## src/verilog/ahp_pkg.sv

```systemverilog
// Constants and types shared by the serial host port files
package ahp_pkg;
  localparam int CLK_HZ = 25_000_000;
  localparam int SC_DIV = 8;
  localparam int SC_HALF = SC_DIV / 2;
  localparam int SC_LEAD_CYC = 29;
  localparam int SC_STALL_HIGH = 28;
  localparam int SC_RISE_RISE = 32;
  localparam int BYTE_BITS = 8;
  // The idle exit and the clock output register eat two of the lead cycles
  localparam logic [5:0] SC_LEAD_LEN = 6'(SC_LEAD_CYC - 3);
  localparam logic [5:0] SC_STALL_LEN = 6'(SC_STALL_HIGH - SC_HALF);
  localparam logic [5:0] SC_BURST_LAST = 6'(SC_DIV * BYTE_BITS - 1);
  localparam int IB_DIR_BIT = 7;
  localparam int IB_CNT_HI = 6;
  localparam int IB_CNT_LO = 5;
  localparam int IB_FSC_BIT = 4;
  localparam int IB_REG_HI = 3;
  localparam int IB_REG_LO = 2;
  localparam int IB_BYTE_HI = 1;
  localparam int IB_BYTE_LO = 0;
  localparam logic [1:0] SEL_RESULT = 2'h0;
  localparam logic [1:0] SEL_CTRL = 2'h1;
  localparam logic [1:0] SEL_OFFSET = 2'h2;
  localparam logic [1:0] SEL_SPAN = 2'h3;
  localparam int NUM_REGS = 5;
  localparam logic [2:0] IDX_RESULT = 3'h0;
  localparam logic [2:0] IDX_CTRL = 3'h1;
  localparam logic [2:0] IDX_OFFSET = 3'h2;
  localparam logic [2:0] IDX_POS = 3'h3;
  localparam logic [2:0] IDX_NEG = 3'h4;
  localparam logic [1:0] BYTE_LAST = 2'h2;
  localparam int CR_THREE_WIRE_BIT = 0;
  localparam int CR_LSB_FIRST_BIT = 1;
  localparam int CR_BYTE_ASC_BIT = 2;
  localparam logic [23:0] RST_RESULT = 24'h00_0000;
  localparam logic [23:0] RST_CTRL = 24'h00_0000;
  localparam logic [23:0] RST_OFFSET = 24'h00_0000;
  localparam logic [23:0] RST_POS = 24'h80_0000;
  localparam logic [23:0] RST_NEG = 24'h80_0000;
  localparam logic [23:0] RST_VALS [NUM_REGS] = '{RST_RESULT, RST_CTRL, RST_OFFSET, RST_POS,
                                                   RST_NEG};
  typedef enum logic [1:0] {PH_INSTR = 2'b01, PH_DATA = 2'b10} ahp_phase_t;
  typedef enum logic [3:0] {
    SC_IDLE = 4'b0001, SC_LEAD = 4'b0010, SC_BURST = 4'b0100, SC_STALL = 4'b1000
  } ahp_sc_state_t;
endpackage : ahp_pkg

```

## src/verilog/ahp_sclk_gen.sv

```systemverilog
// Self-clocking shift clock generator with byte stalls
`timescale 1ns/1ps
module ahp_sclk_gen (
  input wire logic clk_i,
  input wire logic reset_n_i,
  input wire logic enable_i,
  input wire logic cs_n_i,
  output logic sclk_o,
  output logic fall_o,
  output logic rise_o,
  output logic burst_o
);
  import ahp_pkg::*;
  ahp_sc_state_t state_ff;
  logic [5:0] cnt_ff;
  logic cs_q_ff;

  // Chip select is only looked at after one register of latency
  always_ff @(posedge clk_i) begin
    if (!reset_n_i) cs_q_ff <= 1'b1;
    else cs_q_ff <= cs_n_i;
  end

  always_ff @(posedge clk_i) begin
    if (!reset_n_i) begin
      state_ff <= SC_IDLE;
      cnt_ff <= 6'h00;
    end else begin
      unique case (state_ff)
        SC_IDLE: begin
          cnt_ff <= 6'h00;
          if (enable_i && !cs_q_ff) state_ff <= SC_LEAD;
        end
        SC_LEAD: begin
          cnt_ff <= (cnt_ff == SC_LEAD_LEN) ? 6'h00 : cnt_ff + 6'h01;
          if (cnt_ff == SC_LEAD_LEN) state_ff <= SC_BURST;
        end
        SC_BURST: begin
          // A started byte always runs to its end, whatever chip select does
          cnt_ff <= (cnt_ff == SC_BURST_LAST) ? 6'h00 : cnt_ff + 6'h01;
          if (cnt_ff == SC_BURST_LAST) state_ff <= SC_STALL;
        end
        SC_STALL: begin
          cnt_ff <= (cnt_ff == SC_STALL_LEN - 6'h01) ? 6'h00 : cnt_ff + 6'h01;
          if (cnt_ff == SC_STALL_LEN - 6'h01) begin
            state_ff <= (enable_i && !cs_q_ff) ? SC_BURST : SC_IDLE;
          end
        end
      endcase
    end
  end

  // Clock is high everywhere outside the low halves of a burst
  always_ff @(posedge clk_i) begin
    if (!reset_n_i) begin
      sclk_o <= 1'b1;
      fall_o <= 1'b0;
      rise_o <= 1'b0;
      burst_o <= 1'b0;
    end else begin
      sclk_o <= (state_ff == SC_BURST) ? cnt_ff[2] : 1'b1;
      fall_o <= (state_ff == SC_BURST) && (cnt_ff[2:0] == 3'h0);
      rise_o <= (state_ff == SC_BURST) && (cnt_ff[2:0] == 3'h4);
      burst_o <= (state_ff == SC_BURST);
    end
  end

  lead_delay_a: assert property (@(posedge clk_i) disable iff (!reset_n_i)
    (state_ff == SC_IDLE && enable_i && !cs_q_ff) |-> ##29 $fell(sclk_o))
    else $error("first shift clock edge not 29 cycles after select");
  stall_high_a: assert property (@(posedge clk_i) disable iff (!reset_n_i)
    (state_ff == SC_STALL || state_ff == SC_IDLE) |=> sclk_o)
    else $error("shift clock low during a stall");
  rise_gap_a: assert property (@(posedge clk_i) disable iff (!reset_n_i)
    (rise_o && state_ff == SC_BURST && cnt_ff == 6'h3d)
    |-> ##32 (rise_o || state_ff != SC_BURST))
    else $error("rise gap broken");
  burst_len_a: assert property (@(posedge clk_i) disable iff (!reset_n_i)
    (state_ff == SC_BURST && cnt_ff == 6'h00) |-> ##64 (state_ff == SC_STALL))
    else $error("burst is not eight shift clock periods");
  boundary_a: assert property (@(posedge clk_i) disable iff (!reset_n_i)
    (state_ff == SC_STALL && cnt_ff == 6'h00 && enable_i && !cs_n_i && !cs_q_ff)
    |-> ##24 (state_ff == SC_BURST || cs_q_ff))
    else $error("byte stall length wrong");
endmodule : ahp_sclk_gen

```

## src/verilog/ahp_reg_bank.sv

```systemverilog
// Five 24-bit port registers with byte access
`timescale 1ns/1ps
module ahp_reg_bank (
  input wire logic clk_i,
  input wire logic reset_n_i,
  input wire logic [23:0] result_i,
  input wire logic result_load_i,
  input wire logic wr_en_i,
  input wire logic [2:0] wr_idx_i,
  input wire logic [1:0] wr_byte_i,
  input wire logic [7:0] wr_data_i,
  input wire logic [2:0] rd_idx_i,
  input wire logic [1:0] rd_byte_i,
  output logic [7:0] rd_data_o,
  output logic [23:0] result_o,
  output logic [23:0] ctrl_o,
  output logic [23:0] offset_o,
  output logic [23:0] pos_span_o,
  output logic [23:0] neg_span_o
);
  import ahp_pkg::*;
  logic [23:0] regs_ff [NUM_REGS];

  for (genvar g = 0; g < NUM_REGS; g++) begin : g_reg
    always_ff @(posedge clk_i) begin
      if (!reset_n_i) begin
        regs_ff[g] <= RST_VALS[g];
      end else if (3'(g) == IDX_RESULT) begin
        if (result_load_i) regs_ff[g] <= result_i;
      end else if (wr_en_i && wr_idx_i == 3'(g) && wr_byte_i <= BYTE_LAST) begin
        regs_ff[g][8 * wr_byte_i +: 8] <= wr_data_i;
      end
    end
  end

  // Byte address 3 and unused register codes read as zero
  always_comb begin
    rd_data_o = 8'h00;
    if (rd_idx_i < 3'(NUM_REGS) && rd_byte_i <= BYTE_LAST) begin
      rd_data_o = regs_ff[rd_idx_i][8 * rd_byte_i +: 8];
    end
  end

  assign result_o = regs_ff[IDX_RESULT];
  assign ctrl_o = regs_ff[IDX_CTRL];
  assign offset_o = regs_ff[IDX_OFFSET];
  assign pos_span_o = regs_ff[IDX_POS];
  assign neg_span_o = regs_ff[IDX_NEG];
endmodule : ahp_reg_bank

```

## src/verilog/ahp_host_port.sv

```systemverilog
// Serial host port: instruction decode, byte shifter and pin control
`timescale 1ns/1ps
module ahp_host_port (
  input wire logic clk_i,
  input wire logic reset_n_i,
  input wire logic mode_i,
  input wire logic cs_n_i,
  input wire logic sclk_i,
  output logic sclk_o,
  output logic sclk_oe_n_o,
  input wire logic sdio_i,
  output logic sdio_o,
  output logic sdio_oe_n_o,
  output logic serial_output_line_o,
  output logic serial_output_line_oe_n_o,
  output logic data_ready_n_o,
  input wire logic [23:0] result_i,
  input wire logic result_load_i,
  output logic [23:0] ctrl_o,
  output logic [23:0] offset_o,
  output logic [23:0] pos_span_o,
  output logic [23:0] neg_span_o
);
  import ahp_pkg::*;

  logic mode_ff;
  logic sclk_q_ff;
  logic sclk_oe_n_ff;
  ahp_phase_t phase_ff;
  logic [2:0] bit_cnt_ff;
  logic [7:0] shreg_ff;
  logic [7:0] instr_ff;
  logic [1:0] bytes_left_ff;
  logic [1:0] byte_sel_ff;
  logic [2:0] cur_idx_ff;
  logic [7:0] out_byte_ff;
  logic dout_ff;
  logic sdo_oe_n_ff;
  logic sdio_oe_n_ff;
  logic ready_n_ff;

  logic sc_sclk;
  logic sc_fall;
  logic sc_rise;
  logic sc_burst;
  logic ext_rise;
  logic ext_fall;
  logic rise;
  logic fall;
  logic msb_first;
  logic byte_asc;
  logic three_wire;
  logic [7:0] rx_byte;
  logic byte_done;
  logic is_read;
  logic drive;
  logic [1:0] nxt_sel;
  logic [2:0] rx_idx;
  logic [2:0] rd_idx;
  logic [1:0] rd_byte;
  logic [7:0] rd_data;
  logic wr_en;
  logic [23:0] result_q;
  logic result_read_done;

  // Register address and field decode
  function automatic logic [2:0] reg_index(input logic [1:0] sel, input logic span_register_select);
    logic [2:0] idx;
    idx = IDX_RESULT;
    unique case (sel)
      SEL_RESULT: idx = IDX_RESULT;
      SEL_CTRL: idx = IDX_CTRL;
      SEL_OFFSET: idx = IDX_OFFSET;
      SEL_SPAN: idx = span_register_select ? IDX_NEG : IDX_POS;
    endcase
    return idx;
  endfunction : reg_index

  // Byte walk wraps inside the three bytes of a register
  function automatic logic [1:0] step_byte(input logic [1:0] sel, input logic asc);
    logic [1:0] nxt;
    if (asc) nxt = (sel >= BYTE_LAST) ? 2'h0 : sel + 2'h1;
    else nxt = (sel == 2'h0 || sel > BYTE_LAST) ? BYTE_LAST : sel - 2'h1;
    return nxt;
  endfunction : step_byte

  ahp_sclk_gen u_sclk_gen (
    .clk_i(clk_i),
    .reset_n_i(reset_n_i),
    .enable_i(mode_ff),
    .cs_n_i(cs_n_i),
    .sclk_o(sc_sclk),
    .fall_o(sc_fall),
    .rise_o(sc_rise),
    .burst_o(sc_burst)
  );

  ahp_reg_bank u_reg_bank (
    .clk_i(clk_i),
    .reset_n_i(reset_n_i),
    .result_i(result_i),
    .result_load_i(result_load_i),
    .wr_en_i(wr_en),
    .wr_idx_i(cur_idx_ff),
    .wr_byte_i(byte_sel_ff),
    .wr_data_i(rx_byte),
    .rd_idx_i(rd_idx),
    .rd_byte_i(rd_byte),
    .rd_data_o(rd_data),
    .result_o(result_q),
    .ctrl_o(ctrl_o),
    .offset_o(offset_o),
    .pos_span_o(pos_span_o),
    .neg_span_o(neg_span_o)
  );

  // Mode pin may move only while the port is idle
  always_ff @(posedge clk_i) begin
    if (!reset_n_i) begin
      mode_ff <= 1'b0;
      sclk_oe_n_ff <= 1'b1;
    end else begin
      mode_ff <= mode_i;
      sclk_oe_n_ff <= ~mode_i;
    end
  end

  // Previous level tracked while deselected, so no false edge on resume
  always_ff @(posedge clk_i) begin
    if (!reset_n_i) sclk_q_ff <= 1'b1;
    else sclk_q_ff <= sclk_i;
  end

  assign ext_rise = !mode_ff && !cs_n_i && sclk_i && !sclk_q_ff;
  assign ext_fall = !mode_ff && !cs_n_i && !sclk_i && sclk_q_ff;
  assign rise = mode_ff ? sc_rise : ext_rise;
  assign fall = mode_ff ? sc_fall : ext_fall;

  assign msb_first = ~ctrl_o[CR_LSB_FIRST_BIT];
  assign byte_asc = ctrl_o[CR_BYTE_ASC_BIT];
  assign three_wire = ctrl_o[CR_THREE_WIRE_BIT];

  // Host data always arrives on the shared line
  assign rx_byte = msb_first ? {shreg_ff[6:0], sdio_i} : {sdio_i, shreg_ff[7:1]};
  assign byte_done = rise && (bit_cnt_ff == 3'h7);
  assign is_read = (phase_ff == PH_DATA) && !instr_ff[IB_DIR_BIT];
  assign nxt_sel = step_byte(byte_sel_ff, byte_asc);
  assign rx_idx = reg_index(rx_byte[IB_REG_HI:IB_REG_LO], rx_byte[IB_FSC_BIT]);
  assign rd_idx = (phase_ff == PH_INSTR) ? rx_idx : cur_idx_ff;
  assign rd_byte = (phase_ff == PH_INSTR) ? rx_byte[IB_BYTE_HI:IB_BYTE_LO] : nxt_sel;
  assign wr_en = byte_done && (phase_ff == PH_DATA) && instr_ff[IB_DIR_BIT];
  assign result_read_done = byte_done && is_read && (bytes_left_ff == 2'h0)
                            && (cur_idx_ff == IDX_RESULT)
                            && (instr_ff[IB_CNT_HI:IB_CNT_LO] >= BYTE_LAST);

  always_ff @(posedge clk_i) begin
    if (!reset_n_i) begin
      shreg_ff <= 8'h00;
      bit_cnt_ff <= 3'h0;
    end else if (rise) begin
      shreg_ff <= rx_byte;
      bit_cnt_ff <= bit_cnt_ff + 3'h1;
    end
  end

  // Cycle sequencer; a pause between bytes keeps the remaining count
  always_ff @(posedge clk_i) begin
    if (!reset_n_i) begin
      phase_ff <= PH_INSTR;
      instr_ff <= 8'h00;
      bytes_left_ff <= 2'h0;
      byte_sel_ff <= 2'h0;
      cur_idx_ff <= IDX_RESULT;
      out_byte_ff <= 8'h00;
    end else if (byte_done) begin
      unique case (phase_ff)
        PH_INSTR: begin
          phase_ff <= PH_DATA;
          instr_ff <= rx_byte;
          bytes_left_ff <= rx_byte[IB_CNT_HI:IB_CNT_LO];
          byte_sel_ff <= rx_byte[IB_BYTE_HI:IB_BYTE_LO];
          cur_idx_ff <= rx_idx;
          out_byte_ff <= rd_data;
        end
        PH_DATA: begin
          if (bytes_left_ff == 2'h0) begin
            phase_ff <= PH_INSTR;
          end else begin
            bytes_left_ff <= bytes_left_ff - 2'h1;
            byte_sel_ff <= nxt_sel;
            out_byte_ff <= rd_data;
          end
        end
      endcase
    end
  end

  // Read data changes on the falling edge, ahead of the host sample
  always_ff @(posedge clk_i) begin
    if (!reset_n_i) begin
      dout_ff <= 1'b0;
    end else if (fall) begin
      dout_ff <= msb_first ? out_byte_ff[~bit_cnt_ff] : out_byte_ff[bit_cnt_ff];
    end
  end

  // Self mode keeps driving through a started byte
  assign drive = is_read && (mode_ff ? (!cs_n_i || sc_burst) : !cs_n_i);

  always_ff @(posedge clk_i) begin
    if (!reset_n_i) begin
      sdo_oe_n_ff <= 1'b1;
      sdio_oe_n_ff <= 1'b1;
    end else begin
      sdo_oe_n_ff <= ~(drive && three_wire);
      sdio_oe_n_ff <= ~(drive && !three_wire);
    end
  end

  // A new result wins over a finishing read in the same cycle
  always_ff @(posedge clk_i) begin
    if (!reset_n_i) ready_n_ff <= 1'b1;
    else if (result_load_i) ready_n_ff <= 1'b0;
    else if (result_read_done) ready_n_ff <= 1'b1;
  end

  assign sclk_o = sc_sclk;
  assign sclk_oe_n_o = sclk_oe_n_ff;
  assign sdio_o = dout_ff;
  assign sdio_oe_n_o = sdio_oe_n_ff;
  assign serial_output_line_o = dout_ff;
  assign serial_output_line_oe_n_o = sdo_oe_n_ff;
  assign data_ready_n_o = ready_n_ff;

  ext_freeze_a: assert property (@(posedge clk_i) disable iff (!reset_n_i)
    (!mode_ff && cs_n_i) |=> ($stable(bit_cnt_ff) && $stable(phase_ff)
                              && $stable(bytes_left_ff)))
    else $error("port state moved while deselected");
  ext_float_a: assert property (@(posedge clk_i) disable iff (!reset_n_i)
    (!mode_ff && cs_n_i) |=> (sdio_oe_n_o && serial_output_line_oe_n_o))
    else $error("outputs driven while deselected in external mode");
  stall_float_a: assert property (@(posedge clk_i) disable iff (!reset_n_i)
    (mode_ff && cs_n_i && !sc_burst) |=> (sdio_oe_n_o && serial_output_line_oe_n_o))
    else $error("outputs not disabled one cycle after stall deselect");
  burst_drive_a: assert property (@(posedge clk_i) disable iff (!reset_n_i)
    (mode_ff && is_read && sc_burst && !byte_done && three_wire)
    |=> !serial_output_line_oe_n_o)
    else $error("read output dropped inside a byte");
  one_driver_a: assert property (@(posedge clk_i) disable iff (!reset_n_i)
    !(!sdio_oe_n_o && !serial_output_line_oe_n_o))
    else $error("both data lines driven");
  count_load_a: assert property (@(posedge clk_i) disable iff (!reset_n_i)
    (byte_done && phase_ff == PH_INSTR)
    |=> (bytes_left_ff == $past(rx_byte[IB_CNT_HI:IB_CNT_LO]) && phase_ff == PH_DATA))
    else $error("byte count not taken from instruction");
  read_dir_a: assert property (@(posedge clk_i) disable iff (!reset_n_i)
    (byte_done && phase_ff == PH_INSTR && !rx_byte[IB_DIR_BIT]) |=> is_read)
    else $error("read direction not decoded");
  result_ro_a: assert property (@(posedge clk_i) disable iff (!reset_n_i)
    (wr_en && cur_idx_ff == IDX_RESULT && !result_load_i) |=> $stable(result_q))
    else $error("result register changed by a write");
  ctrl_write_a: assert property (@(posedge clk_i) disable iff (!reset_n_i)
    (wr_en && cur_idx_ff == IDX_CTRL && byte_sel_ff == 2'h0) |=> (ctrl_o[7:0] == $past(rx_byte)))
    else $error("setup register byte not written");
  ready_clear_a: assert property (@(posedge clk_i) disable iff (!reset_n_i)
    (result_read_done && !result_load_i) |=> data_ready_n_o)
    else $error("ready flag not cleared after result read");
  ready_set_a: assert property (@(posedge clk_i) disable iff (!reset_n_i)
    result_load_i |=> !data_ready_n_o)
    else $error("ready flag not set by new result");

  read_cycle_c: cover property (@(posedge clk_i) disable iff (!reset_n_i)
    result_read_done);
  write_cycle_c: cover property (@(posedge clk_i) disable iff (!reset_n_i)
    (wr_en && cur_idx_ff == IDX_CTRL));
  self_pause_c: cover property (@(posedge clk_i) disable iff (!reset_n_i)
    (mode_ff && phase_ff == PH_DATA && cs_n_i && !sc_burst));
  ext_pause_c: cover property (@(posedge clk_i) disable iff (!reset_n_i)
    (!mode_ff && phase_ff == PH_DATA && cs_n_i) ##1 !cs_n_i);
endmodule : ahp_host_port

```

## config.mk

```make
export PLATFORM = sky130hd
export DESIGN_NAME = ahp_host_port
export DESIGN_NICKNAME = d
export VERILOG_FILES = /design/src/verilog/ahp_pkg.sv /design/src/verilog/ahp_sclk_gen.sv /design/src/verilog/ahp_reg_bank.sv /design/src/verilog/ahp_host_port.sv
export SDC_FILE = /design/constraint.sdc
export NUM_CORES = 1
export LEC_CHECK = 0
export BUFFER_PORTS_ARGS = -buffer_cell sky130_fd_sc_hd__buf_2
export CAP_MARGIN = 20
export CORE_ASPECT_RATIO = 0.9
export CORE_MARGIN = 4
export CORE_UTILIZATION = 45
export CTS_BUF_LIST = sky130_fd_sc_hd__clkbuf_16
export CTS_CLUSTER_DIAMETER = 80
export DETAILED_ROUTE_END_ITERATION = 12
export PLACE_DENSITY_LB_ADDON = 0.25
export SLEW_MARGIN = 15
export SYNTH_ARGS = -nofsm -noshare
export SYNTH_HDL_FRONTEND = slang
export SYNTH_SLANG_ARGS = --single-unit
```

## constraint.sdc

```tcl
create_clock -name clk_i -period 6.97 [get_ports clk_i]
set_input_delay 0.697 -clock clk_i [delete_from_list [all_inputs] [get_ports clk_i]]
set_output_delay 0.697 -clock clk_i [all_outputs]
set_load 0.02 [all_outputs]
```

==> results of run 1 <==
## report_power, final
part           switching, mW  leakage [nW]  internal, mW
logic                  0.109          1.59        0.0601
clock network          0.391         0.274         0.520
registers             0.0385          1.59          1.14
total                  0.538          3.46          1.72
## placed cells by master, fill, tap and decap left out, drive strengths merged, types with 3 or more instances in the layout
cell type,synthesis,final
nor2,142,142
buf,14,136
edfxtp,120,120
nand2,78,78
mux2i,66,66
dfxtp,52,52
and3,26,26
inv,15,18
clkbuf,21,17
mux2,13,13
ha,12,12
o21ai,12,12
a21oi,11,11
nor3,10,10
mux4,10,10
nand3,9,9
clkinv,1,8
o211ai,7,7
a211oi,7,7
nand2b,7,7
a2bb2oi,6,6
a221oi,6,6
nor2b,5,5
o21a,5,5
a22o,5,5
nand4,4,4
a31oi,4,4
a32oi,3,3
a2111oi,3,3
or3,3,3
nor4b,3,3
clkinvlp,0,3
## kinds of logic (layout without fill, tap and decap cells)
| kind of cell | Yosys count | count (layout) | share of synthesized area |
|---|---|---|---|
| compound gates | 81 | 81 | 0.0761 |
| xor+xnor | 3 | 3 | 0.00327 |
| fa+ha+maj | 12 | 12 | 0.0187 |
| buf+inv | 51 | 184 | 0.0302 |
| flops | 172 | 172 | 0.578 |
| mux | 89 | 89 | 0.130 |
| simple gates | 297 | 297 | 0.163 |
## sequential cells by signal, indices dropped and copies added (netlist names), 2 cells and up
| register | count |
|---|---|
| out_byte_ff | 8 |
| bytes_left_ff | 2 |
| bit_cnt_ff | 3 |
| instr_ff | 2 |
| byte_sel_ff | 2 |
| u_reg_bank.regs_ff | 120 |
| u_sclk_gen.cnt_ff | 6 |
| cur_idx_ff | 3 |
| phase_ff | 2 |
| shreg_ff | 8 |
| u_sclk_gen.state_ff | 4 |
## per-stage QoR
step | power (mW) | area, um^2 | instances | setup WS (ns)
floorplan | 1.29 | 8040 | 705 | 4.37
finish | 2.26 | 9410 | 1078 | 3.56
detailed placement | 1.36 | 8850 | 1046 | 3.55
global placement | 1.36 | 8840 | 1046 | 3.50
CTS | 2.27 | 9410 | 1078 | 3.66
global route | 2.32 | 9410 | 1078 | 3.41
## routing by layer
layer / part of all wire / GRT usage / routed length [um] / vias up
met5: 0 / 0 / 0 / -
li1: - / - / - / 2802
met4: 0.029 / 0.0854 / 697 / 0
met3: 0.097 / 0.0560 / 2350 / 45
met1: 0.42 / 0.332 / 10100 / 3061
met2: 0.45 / 0.371 / 10900 / 376
## worst register-to-register path: stages, from the launching register on
cell and delay (ns):
edfxtp_1 0.79, mux2_2 0.37, nand2_1 0.16, o21ai_1 0.92, nor2_1 0.34, a221oi_1 0.58, a22o_1 0.20
## layout make-up
class / instances / area (um^2)
Tap cell: 240 / 300
Clock inverter: 15 / 134
Fill cell: 1560 / 8140
Clock buffer: 17 / 425
Timing Repair Buffer: 136 / 688
Multi-Input combinational cell: 482 / 3160
Inverter: 16 / 60.1
Sequential cell: 172 / 4640
## path summary, 6_finish.rpt
check / start / endpoint
min reg2reg: u_sclk_gen.cnt_ff[0] / u_sclk_gen.cnt_ff[0]
max: u_reg_bank.regs_ff[1][1] / out_byte_ff[0]
min: mode_i / sclk_oe_n_o
max reg2reg: u_reg_bank.regs_ff[1][1] / out_byte_ff[0]
==> impl_results.md, run 1 <==
* Net Count, Synth at 748
* Final period utilization at 0.489
* CTS Sinks at 172
* Worst slew pin tran at 1.12 ns
* MaxCap Viol Count at 0
* Final setup vio count at 0
* Max incr delay on CP at 0.91 ns
* Hold Slack at 0.462 ns
* Post-synth top cells: nor2_1, edfxtp_1, nand2_1
* CTS Buf Count at 17
* Average vias per placed instance at 5.83
* DR WL/cell at 22.3 um
* Most used DFF post-synth: edfxtp_1
* CP Class: flip-flop to flip-flop
* CP Buf/Inv Count at 0
* Post-synth top area cell: edfxtp_1
* Layout area overhead at 17.1%
* Fmax at around 0.3 GHz
* Hold Path Depth at 2
* Antenna Violating Nets Remaining at 0
* TNS Setup at 0 ns
* Synth Register Bits at 172
* WP data required at 7.35 ns
* Power Density at ~240 mW/mm^2
* Initial Utilization at 0.458
* Vias in the first global route at 6,103
* Share of cells above drive strength 1 at 0.230
* Core area at around 0.018 mm^2
* Leak pwr at 3.46 nW
* Clk slew on worst S/H paths at approximately 0.06 ns
* Post-cts sizing count at 0
* Die X at 149 um
* Vias at ~6,300
* Status: completed
* Post-synthesis instance total at 705
* Async S/R FF share, synth at 0
* Crit start category: flip-flop
* Global-route wire length before repair at 35,900 um
* Clock Root Buffer: clkbuf_16
* DIE AREA at 0.0201 mm^2
* Count leader, synth: nor2_1
* HP Class: input port to flip-flop
* Top delay family on crit path: compound AO/OA/AOI/OAI gates
* Synth Area per Inst at 11.4 um^2
* DRC at 0
* IO Pins at about 130
* Number of detailed-route iterations in the first pass at 7
* Final max-slew violation count at 0
* Max VDD drop at about 0.16 mV
* Register area share after synthesis at 0.578
* Core Rows at 46
* CP Cell Sequence: mux2_2, nand2_1, o21ai_1, nor2_1, a221oi_1, a22o_1
* Slew HR at 0.247
* Critical path endpoint category: flip-flop
* Fin crit period at around 3.4 ns
* ANT cells at 0
* Iter 0 DRT Violations at between 800 and 900
* Post-Route WL at about 24,000 um
* CP Max Fanout at 15
* R2R depth at 6
* H-tree Lvls at 4
* Clk_skew at between 0.01 and 0.015 ns
* CTS tree: done
* # nets final at ~870
* Post-synth EDFFs at 120
* CTS hold repair buffers at 0
* Unique cell type count in the Yosys netlist at 58
* GRT Resource Usage Total at 0.239
* Mapped cell area at 0.00804 mm^2
* Top cells by area, synth: edfxtp_1, dfxtp_1, mux2i_1
* IO buf count at 133
* Warning count from the yosys run at 0
* DP HPWL at roughly 18,000 um
* RSZ-0062 raised after global routing: no
* Number of antenna violations at the first check in global routing at 0
* GRT overflow at 0
* Worst-skew pair later-pin latency at 0.44 ns
* Post-synth top area share at 0.448
* Die height at 135 um
* Hold Vio Cnt, Final at 0
* GPL Wtd Cong at 0.945
* Post-layout util at 0.536
* CP arrival at 3.79 ns
* Postcts setup bufs at 0
* Clock Path Buffers at 2
* CP Depth at 6
* FF-to-FF setup slack at 3.56 ns
* Largest net degree at the start of global routing at 51
* Worst path slowest cell: o21ai_1
No activity file was read; power rests on OpenSTA's default activity.
==> run 2: changes to the inputs <==
==> constraint.sdc (replaced) <==
create_clock -name clk_i -period 2.91 [get_ports clk_i]
set_input_delay 0.291 -clock clk_i [delete_from_list [all_inputs] [get_ports clk_i]]
set_output_delay 0.291 -clock clk_i [all_outputs]
set_load 0.02 [all_outputs]
==> run 2 against run 1 <==
Effect of this change: register-to-register slack worse by 3.3 ns; cell count up 2.9%; via count grew 0.89%; largest power group unchanged; first-iteration DRC count down 14%; core utilization is 1.5 points higher; highest routed layer unchanged; die area unchanged; routed wire length rose by 0.33%.
==> impl_results.md, run 2 (synthesis results as in run 1) <==
* Placed Area at 0.00911 mm^2
* Critical path endpoint category: flip-flop
* Largest net degree at the start of global routing at 50
* Die height at about 130 um
* Antenna Violating Nets Remaining at 0
* # nets final at 900
* IO buf count at between 100 and 150
* Final setup vio count at 0
* Worst-skew pair later-pin latency at 0.43 ns
* Reg2Reg Capture Point: out_byte_ff[3]
* WHS Endpoint: sclk_oe_n_o
* DR WL/cell at 21.8 um
* Average vias per placed instance at about 5.7
* MaxCap Viol Count at 0
* DP HPWL at 18,000 um
* Worst slew pin tran at 0.656 ns
* CTS hold repair buffers at 0
* PnR Total Power at 5.41 mW
* CTS Sinks at 172
* R2R depth at 8
* Hold Slack at ~0.043 ns
* Most frequent cells in the layout: nor2_1, buf_2, edfxtp_1
* Commonest non-fill, non-tap cell in the layout: nor2_1
* HP Class: input port to flip-flop
* Share of cells above drive strength 1 at 0.257
* Core area at 0.0176 mm^2
* Initial Utilization at 0.458
* GPL Wtd Cong at 0.945
* Status: completed
* Place WS at 0.272 ns
* Clk slew on worst S/H paths at 0.07 ns
* H-tree Lvls at 4
* Power Density at 560 mW/mm^2
* CTS Buf Count at 17
* TNS Setup at 0 ns
* Postcts setup bufs at 0
* RSZ-0062 raised after global routing: no
* Clock Path Buffers at 2
* R2R Path Start: u_reg_bank.regs_ff[1][1]
* Clk_skew at 0.00891 ns
* Number of detailed-route iterations in the first pass at 6
* Post-Route WL at 24,100 um
* DIE AREA at 0.0201 mm^2
* CP Max Fanout at 14
* GRT overflow at 0
* Top Registers: u_reg_bank.regs_ff (120), out_byte_ff (8), shreg_ff (8)
* Hold Path Depth at 2
* FF-to-FF setup slack at about 0.21 ns
* Hold Path Origin: mode_i
* CP Class: flip-flop to flip-flop
* Setup ws final at 0.212 ns
* IO Pins at 134
* Leak pwr at 3.62 nW
* Critical Path Source: u_reg_bank.regs_ff[1][1]
* Hold Vio Cnt, Final at 0
* Vias in the first global route at 6,311
* Fin crit period at 2.70 ns
* Final period utilization at 0.927
* CTS tree: done
* Max reg flops at 120
* Slew HR at 0.557
* Max VDD drop at around 0.41 mV
* Global-route wire length before repair at ~37,000 um
* Clock Root Buffer: clkbuf_16
* Fillers at 1,499
* GRT Resource Usage Total at 0.241
* Final max-slew violation count at 0
* Vias at 6,340
* Die X at 149 um
* Crit start category: flip-flop
* Number of antenna violations at the first check in global routing at 0
* Biggest register: u_reg_bank.regs_ff
* ANT cells at 0
* CP arrival at 3.07 ns
* Core Rows at 46
* Post-cts sizing count at 0
* Design area at 0.00967 mm^2
* Layout area overhead at 20.4%
* Fmax at 0.371 GHz
* WP data required at 3.28 ns
* Iter 0 DRT Violations at 743
* DRC at 0
## run 2: metal layers
layer | GRT usage | up-vias | routed length (um)
met4 | 0.101 | 0 | 868
met2 | 0.382 | 387 | 11100
met3 | 0.0634 | 48 | 2480
met5 | 0 | - | 0
met1 | 0.318 | 3041 | 9710
li1 | - | 2864 | -
## run 2: worst max-delay path by stage
stage / to / slack [ns] / cells after the start
2_1_floorplan: out_byte_ff[4] / 0.43 / 9
3_3_place_gp: out_byte_ff[0] / 0.13 / 8
3_5_place_dp: out_byte_ff[4] / 0.27 / 9
4_1_cts: out_byte_ff[4] / 0.24 / 9
5_1_grt: out_byte_ff[4] / 0.01 / 9
6_report: out_byte_ff[3] / 0.21 / 8
## run 2: through the flow
stage / cells / utilization
after CTS: 1109 / 0.551
final: 1109 / 0.551
after global placement: 1077 / 0.518
after global routing: 1109 / 0.551
after floorplan: 705 / -
after detailed placement: 1078 / 0.519
## run 2: layout make-up
class,instances,area (um^2),share of cell area
timing repair buffer,168,961,0.0994
tap,240,300,0.0311
sequential,172,4640,0.480
inverter,16,60.1,0.00621
clock inverter,14,131,0.0136
clock buffer,17,425,0.0440
multi-input combinational,482,3150,0.326
## run 2: critical path: stages (launching register included)
cell	delay, ns
edfxtp_1	0.42
buf_4	0.22
mux2_2	0.35
nand2_1	0.15
o21ai_1	0.49
nor2_1	0.16
a221o_1	0.38
a221oi_1	0.30
a221o_1	0.16
## run 2: report_power, final
group	switching, mW	internal (mW)	total (mW)
combinational	0.272	0.152	0.425
clock	0.934	1.24	2.18
sequential	0.0849	2.72	2.81
total	1.29	4.12	5.41
